### config.mk
export PLATFORM = sky130hd
export DESIGN_NAME = acm_channel_map
export DESIGN_NICKNAME = d
export VERILOG_FILES = /design/src/acm_pkg.sv /design/src/acm_channel_map.sv
export SDC_FILE = /design/constraint.sdc
export NUM_CORES = 1
export LEC_CHECK = 0
export BUFFER_PORTS_ARGS = -buffer_cell sky130_fd_sc_hd__buf_4
export CAP_MARGIN = 25
export CELL_PAD_IN_SITES_DETAIL_PLACEMENT = 0
export CELL_PAD_IN_SITES_GLOBAL_PLACEMENT = 1
export CORE_ASPECT_RATIO = 1.1
export CORE_MARGIN = 5
export CORE_UTILIZATION = 45
export CTS_BUF_LIST = sky130_fd_sc_hd__clkbuf_8 sky130_fd_sc_hd__clkbuf_16
export CTS_CLUSTER_SIZE = 20
export DETAILED_ROUTE_END_ITERATION = 8
export MAX_ROUTING_LAYER = met4
export PLACE_DENSITY = 0.91
export SYNTH_ARGS = -nofsm -noshare
export SYNTH_HDL_FRONTEND = slang
export SYNTH_SLANG_ARGS = --single-unit
### constraint.sdc
create_clock -name pclk -period 3.99 [get_ports pclk]
set_input_delay 0.798 -clock pclk [delete_from_list [all_inputs] [get_ports pclk]]
set_output_delay 0.798 -clock pclk [all_outputs]
set_load 0.02 [all_outputs]
### src/acm_pkg.sv
// ****************************************************************
// channel map package
// ****************************************************************
package acm_pkg;
   // register indices as printed; byte address is four times these
   localparam logic [7:0] ACM_IDX_CH0_MAP = 8'h10; // channel zero map index
   localparam logic [7:0] ACM_IDX_CH1_MAP = 8'h11; // channel one map index
   localparam logic [7:0] ACM_IDX_STATUS = 8'h12; // sequencer status index
   localparam logic [7:0] ACM_IDX_DWELL = 8'h13; // conversion dwell index
   // field layout
   localparam int ACM_EN_BIT = 15; // channel enable
   localparam int ACM_SETUP_HI = 13; // setup selector msb
   localparam int ACM_SETUP_LO = 12; // setup selector lsb
   localparam int ACM_POS_HI = 9; // positive selector msb
   localparam int ACM_POS_LO = 5; // positive selector lsb
   localparam int ACM_NEG_HI = 4; // negative selector msb
   localparam int ACM_NEG_LO = 0; // negative selector lsb
   // writable bits; bit 14 and bits 11:10 are reserved
   localparam logic [15:0] ACM_WR_MASK = 16'hb3ff;
   // reset values
   localparam logic [15:0] ACM_CH0_RESET = 16'h8001; // enabled, neg input one
   localparam logic [15:0] ACM_CH1_RESET = 16'h0001; // disabled, neg input one
   localparam logic [15:0] ACM_DWELL_RESET = 16'h0010; // cycles per conversion, less one
   // analog source codes
   localparam logic [4:0] ACM_SRC_IN0 = 5'h00; // analog_input_zero
   localparam logic [4:0] ACM_SRC_IN4 = 5'h04; // analog_input_four
   localparam logic [4:0] ACM_SRC_REFP = 5'h15; // positive reference
   localparam logic [4:0] ACM_SRC_REFN = 5'h16; // negative reference
   localparam int ACM_NCH = 2; // channels in this map

   // ************************************************************
   // route and setup carried to the converter
   // ************************************************************
   typedef struct packed {
      logic valid; // a channel is being converted
      logic chan; // channel number
      logic [1:0] setup; // setup to apply (all four registers)
      logic [4:0] pos_src; // positive input source
      logic [4:0] neg_src; // negative input source
   } acm_route_t;

   // sequencer states
   typedef enum logic [1:0] {
      ACM_IDLE = 2'b00,
      ACM_CONV = 2'b01
   } acm_state_t;
endpackage

### src/acm_channel_map.sv
// Behaviour
// - negative selector routes chosen source to minus
// - each channel map register sixteen bits wide
// - channel one map at 0x11, reset 0x0001
// - bit fifteen enables channel one, resets zero
// - two or more enabled channels sequence automatically
// - reserved bits read-only zero; software writes zero
// - bits 13:12 choose one of four setups
// - chosen setup applies all four setup registers
// - positive selector bits 9:5 route plus input
// - channel zero enable resets to one
//
// The APB interface to the registers is this design's own decision.
`timescale 1ns/1ps
module acm_channel_map
   import acm_pkg::*;
(
   input wire logic pclk,
   input wire logic presetn,
   input wire logic psel,
   input wire logic penable,
   input wire logic pwrite,
   input wire logic [11:0] paddr,
   input wire logic [31:0] pwdata,
   output logic [31:0] prdata,
   output logic pready,
   output logic pslverr,
   input wire logic conv_done,
   output acm_route_t route,
   output logic [1:0] setup_apply,
   output logic setup_apply_stb,
   output logic in_range_err
);

   // ************************************************************
   // register file
   // ************************************************************
   logic [15:0] map_r [ACM_NCH]; // channel map registers
   logic [15:0] map_nxt [ACM_NCH]; // next channel map values
   logic [15:0] dwell_r; // conversion lasts this many cycles plus one when no done pulse
   logic [15:0] dwell_nxt; // next dwell
   logic [31:0] prdata_nxt; // read data muxed from the registers in the access phase
   logic pslverr_nxt; // error answered in the access phase
   logic [9:0] word_idx; // word index from the byte address
   logic acc; // access phase of a transfer
   logic mapped; // address hits a register

   assign word_idx = paddr[11:2];
   assign acc = psel & penable;
   assign pready = 1'b1; // zero wait state slave
   // read data and error stand during the access phase, so the master
   // takes them at the same edge that completes the transfer
   assign prdata = prdata_nxt;
   assign pslverr = pslverr_nxt;

   // sequencer state, declared here for the status read
   acm_state_t state_r; // sequencer state
   acm_state_t state_nxt; // next sequencer state
   logic cur_r; // channel being converted
   logic cur_nxt; // next channel
   logic [15:0] cnt_r; // dwell counter
   logic [15:0] cnt_nxt; // next dwell counter

   // decode, write and read next values
   always_comb begin
      map_nxt = map_r;
      dwell_nxt = dwell_r;
      prdata_nxt = 32'h0000_0000;
      pslverr_nxt = 1'b0;
      mapped = (word_idx == {2'b00, ACM_IDX_CH0_MAP}) ||
               (word_idx == {2'b00, ACM_IDX_CH1_MAP}) ||
               (word_idx == {2'b00, ACM_IDX_STATUS}) ||
               (word_idx == {2'b00, ACM_IDX_DWELL});
      if (acc) begin
         pslverr_nxt = ~mapped; // unmapped answers with an error
         if (pwrite) begin
            // reserved positions masked off so they stay zero
            if (word_idx == {2'b00, ACM_IDX_CH0_MAP}) begin
               map_nxt[0] = pwdata[15:0] & ACM_WR_MASK;
            end
            if (word_idx == {2'b00, ACM_IDX_CH1_MAP}) begin
               map_nxt[1] = pwdata[15:0] & ACM_WR_MASK;
            end
            if (word_idx == {2'b00, ACM_IDX_DWELL}) begin
               dwell_nxt = pwdata[15:0];
            end
         end else begin
            prdata_nxt = 32'h0000_0000;
            if (word_idx == {2'b00, ACM_IDX_CH0_MAP}) begin
               prdata_nxt[15:0] = map_r[0] & ACM_WR_MASK;
            end
            if (word_idx == {2'b00, ACM_IDX_CH1_MAP}) begin
               prdata_nxt[15:0] = map_r[1] & ACM_WR_MASK;
            end
            if (word_idx == {2'b00, ACM_IDX_STATUS}) begin
               prdata_nxt[3:0] = {in_range_err, route.valid, cur_r, state_r == ACM_CONV};
            end
            if (word_idx == {2'b00, ACM_IDX_DWELL}) begin
               prdata_nxt[15:0] = dwell_r;
            end
         end
      end
   end

   // register the bus side
   always_ff @(posedge pclk or negedge presetn) begin
      if (!presetn) begin
         map_r[0] <= ACM_CH0_RESET;
         map_r[1] <= ACM_CH1_RESET;
         dwell_r <= ACM_DWELL_RESET;
      end else begin
         map_r <= map_nxt;
         dwell_r <= dwell_nxt;
      end
   end

   // ************************************************************
   // channel sequencer
   // ************************************************************
   logic [ACM_NCH-1:0] en; // enable bits of every channel
   logic other_en; // the other channel is enabled
   logic step; // current conversion finished
   acm_route_t route_nxt; // next route
   logic stb_nxt; // next setup strobe

   assign en[0] = map_r[0][ACM_EN_BIT];
   assign en[1] = map_r[1][ACM_EN_BIT];
   assign other_en = en[~cur_r];
   assign step = conv_done || (cnt_r >= dwell_r);

   // choose next channel and build the route
   always_comb begin
      state_nxt = state_r;
      cur_nxt = cur_r;
      cnt_nxt = cnt_r + 16'h0001;
      unique case (state_r)
         ACM_IDLE: begin
            // start on the lowest enabled channel
            if (en != '0) begin
               state_nxt = ACM_CONV;
               cur_nxt = ~en[0];
               cnt_nxt = 16'h0000;
            end
         end
         ACM_CONV: begin
            if (en == '0) begin
               state_nxt = ACM_IDLE;
            end else if (step) begin
               // move on with no software action when another is on
               if (other_en) begin
                  cur_nxt = ~cur_r;
               end else if (!en[cur_r]) begin
                  state_nxt = ACM_IDLE;
               end
               cnt_nxt = 16'h0000;
            end
         end
      endcase
      route_nxt.valid = (state_nxt == ACM_CONV);
      route_nxt.chan = cur_nxt;
      // setup selection carries one of four setups
      route_nxt.setup = map_r[cur_nxt][ACM_SETUP_HI:ACM_SETUP_LO];
      route_nxt.pos_src = map_r[cur_nxt][ACM_POS_HI:ACM_POS_LO];
      route_nxt.neg_src = map_r[cur_nxt][ACM_NEG_HI:ACM_NEG_LO];
      // strobe applies the whole setup group on each new conversion
      stb_nxt = route_nxt.valid && ((state_r == ACM_IDLE) || step);
   end

   // register the sequencer
   always_ff @(posedge pclk or negedge presetn) begin
      if (!presetn) begin
         state_r <= ACM_IDLE;
         cur_r <= 1'b0;
         cnt_r <= 16'h0000;
         route <= '0;
         setup_apply <= 2'b00;
         setup_apply_stb <= 1'b0;
      end else begin
         state_r <= state_nxt;
         cur_r <= cur_nxt;
         cnt_r <= cnt_nxt;
         route <= route_nxt;
         // setup only changes at a conversion start, never mid-conversion
         if (stb_nxt) begin
            setup_apply <= route_nxt.setup;
         end
         setup_apply_stb <= stb_nxt;
      end
   end

   // ************************************************************
   // source code check
   // ************************************************************
   // flags a route using a code outside the defined source set
   always_comb begin
      in_range_err = 1'b0;
      if (route.valid) begin
         in_range_err =
            !((route.pos_src <= ACM_SRC_IN4) || (route.pos_src == ACM_SRC_REFP) ||
              (route.pos_src == ACM_SRC_REFN)) ||
            !((route.neg_src <= ACM_SRC_IN4) || (route.neg_src == ACM_SRC_REFP) ||
              (route.neg_src == ACM_SRC_REFN));
      end
   end

endmodule // acm_channel_map

==> flow_metrics.env <==
export IMPL_period_share_pct=81.97
export IMPL_fmax_mhz=305.8
export IMPL_pin_count=102
export IMPL_crit_path_max_fanout=16
export IMPL_yosysSeqAreaShare_pct=46.79
export IMPL_final_common_cell="dfrtp_1"
export IMPL_worst_ep_arrival_time_ns=2.47
export IMPL_syn_inst=358
export IMPL_tns_ns=0
export IMPL_pre_cts_slack_ns=0.7117
export IMPL_ys_types=47
export IMPL_critPathCaptureType="output port"
export IMPL_p_per_area_mw_per_mm2=393.2
export IMPL_yosys_warnings=0
export IMPL_coreArea_mm2=0.008919
export IMPL_gp_congestion=0.8009
export IMPL_period_minus_slack_ns=3.271
export IMPL_utilization_pct=54.83
export IMPL_cts_tree="done"
export IMPL_skew_ns=0.008316
export IMPL_grt_max_degree=78
export IMPL_grt_pass1_vias=2999
export IMPL_cts_sinks=77
export IMPL_vias=2875
export IMPL_portBuffers=66
export IMPL_cap_violations=0
export IMPL_clock_latency_ns=0.35
export IMPL_num_rows=36
export IMPL_grt_pass1_wl_um=14820
export IMPL_synth_edf_count=0
export IMPL_die_x_um=101.3
export IMPL_rsz0062_at_grt="no"
export IMPL_synth_seq_cells=77
export IMPL_grt_ovfl_total=0
export IMPL_antenna_found_initial=0
export IMPL_viasPerCell=5.285
export IMPL_status="finished clean"
export IMPL_die_h_um=110.5
export IMPL_ys_flop_type="dfrtp_1"
export IMPL_drive_gt1_share_pct=37.91
export IMPL_synth_area_mm2=0.004129
export IMPL_routedWlPerCell_um=16.16
export IMPL_slew_headroom_pct=35.64
export IMPL_grt_use_total_pct=16.92
export IMPL_final_cell_mix="dfrtp_1, buf_4, mux2_2"
export IMPL_postCtsHoldBufs=0
export IMPL_worst_slew_pin_slew_ns=0.9644
export IMPL_vdd_drop_max_mv=0.1653
export IMPL_syn_avg_cell_area_um2=11.53
export IMPL_worstPathRequired_ns=3.19
export IMPL_fin_nets=492
export IMPL_setup_slack_ns=0.7194
export IMPL_crit_type="in -> out"
export IMPL_ctsResizeCount=0
export IMPL_clkSlewWorstSetupHoldPaths_ns=0.07
export IMPL_drtIter0Drc=154
export IMPL_diodes=0
export IMPL_setup_viol=0
export IMPL_drt_pre_antenna_iters=4
export IMPL_slew_viol_final=0
export IMPL_hold_violations=0
export IMPL_clockRootBuffer="clkbuf_8"
export IMPL_initial_core_util_pct=46.30
export IMPL_start_kind="input port"
export IMPL_hold_class="in -> async"
export IMPL_async_flop_share_pct=100.0
export IMPL_clockBufferDepth=2
export IMPL_hpwl_um=6478
export IMPL_p_leak_nw=2.386
export IMPL_drc=0
export IMPL_post_cts_buffers=0
export IMPL_ctsHtreeMaxLevel=3
export IMPL_ant_nets=0
export IMPL_area_growth_pct=18.42
export IMPL_dieArea_mm2=0.01119
export IMPL_drt_total_wl_um=8792
export IMPL_cts_buffers=9
==> cell usage after synthesis, types with 2 or more instances <==
library cell,instances,area [um2]
xnor2_1,3,26.28
a22oi_1,9,67.56
dfstp_2,4,105.1
mux2_4,9,135.1
nand2_1,18,67.56
o21ai_0,8,40.04
ha_1,17,212.7
nand4_1,4,25.02
nor3_2,2,20.02
nor2_1,31,116.4
buf_4,22,165.2
mux4_2,4,90.09
a31oi_1,3,18.77
buf_1,2,7.510
mux2_2,51,574.3
o21a_1,2,15.01
nor3_1,3,15.01
nor2b_1,9,56.30
a41oi_1,2,17.52
a21oi_1,10,50.05
nor4_1,2,12.51
and3_1,2,12.51
xor2_1,11,96.34
or3_1,3,18.77
nand3_1,11,55.05
conb_1,2,7.510
clkbuf_1,4,15.01
inv_1,19,71.32
dfrtp_1,73,1827
==> routing by layer <==
metal	share of wire, %	global-route usage [%]
met1	42	20.21
met2	51	27.57
met4	1.8	6.738
met5	0	-
met3	4.8	3.657
==> sequential cells by signal, summed over array words and instances, names as in the netlist <==
signal           cells
cnt_r               16
setup_apply          2
map_r               24
en                   2
cur_r                1
state_r              2
setup_apply_stb      1
dwell_r             16
route               13
==> worst max-delay path, stage by stage <==
cell and delay (ns):
buf_4 0.11, nor4b_1 0.40, nand2_1 0.11, or3_1 0.60, nor3_1 0.28, buf_4 0.18
==> per-stage QoR <==
stage	cell area (um2)	hold slack (ns)	std cells	total power [mW]
after floorplan	4185	0.4749	373	1.189
after global placement	4647	0.4892	527	1.276
after detailed placement	4647	0.4958	527	1.297
after CTS	4862	0.5136	543	1.935
after global routing	4890	0.2259	544	2.016
final	4890	0.2413	544	1.923
==> layout make-up <==
class	instances	area, um2
fillers	775	4029
repair buffers	70	545.5
clock buffers	9	123.9
flip-flops and latches	77	1932
inverters	19	71.32
well taps	114	142.6
clock inverters	7	91.34
multi-input cells	248	1983
==> cells by family (layout without fill, tap and decap cells) <==
logic type	count (synthesis)	after routing	synth area share, %
adders and majority gates	17	17	5.151
buffers and inverters	48	105	6.545
muxes	64	64	19.36
other	2	17	0.1819
and+or+nand+nor	93	93	11.15
AOI/OAI and AO/OA	43	43	7.849
DFF	77	77	46.79
xor gates and xnor gates	14	14	2.970
==> report_power, final <==
part / switching, mW / leakage [nW] / internal, mW / total, mW
clock network: 0.285 / 0.103 / 0.348 / 0.633
logic: 0.236 / 1.24 / 0.170 / 0.405
registers: 0.0585 / 1.04 / 0.825 / 0.884
total: 0.580 / 2.39 / 1.34 / 1.92
==> worst paths after layout <==
check / start / to / slack [ns] / depth (start not counted)
worst max-delay path: paddr[5] / prdata[10] / 0.72 / 6
worst min-delay path: presetn / dwell_r[9] / 0.24 / 1
worst max register to register: cnt_r[1] / route[0] / 1.25 / 7
worst min register to register: map_r[12] / map_r[12] / 0.51 / 1
max in group asynchronous: presetn / map_r[16] / 3.17 / 2
min in group pclk: map_r[12] / map_r[12] / 0.51 / 1
No activity file was read; power rests on OpenSTA's default activity.
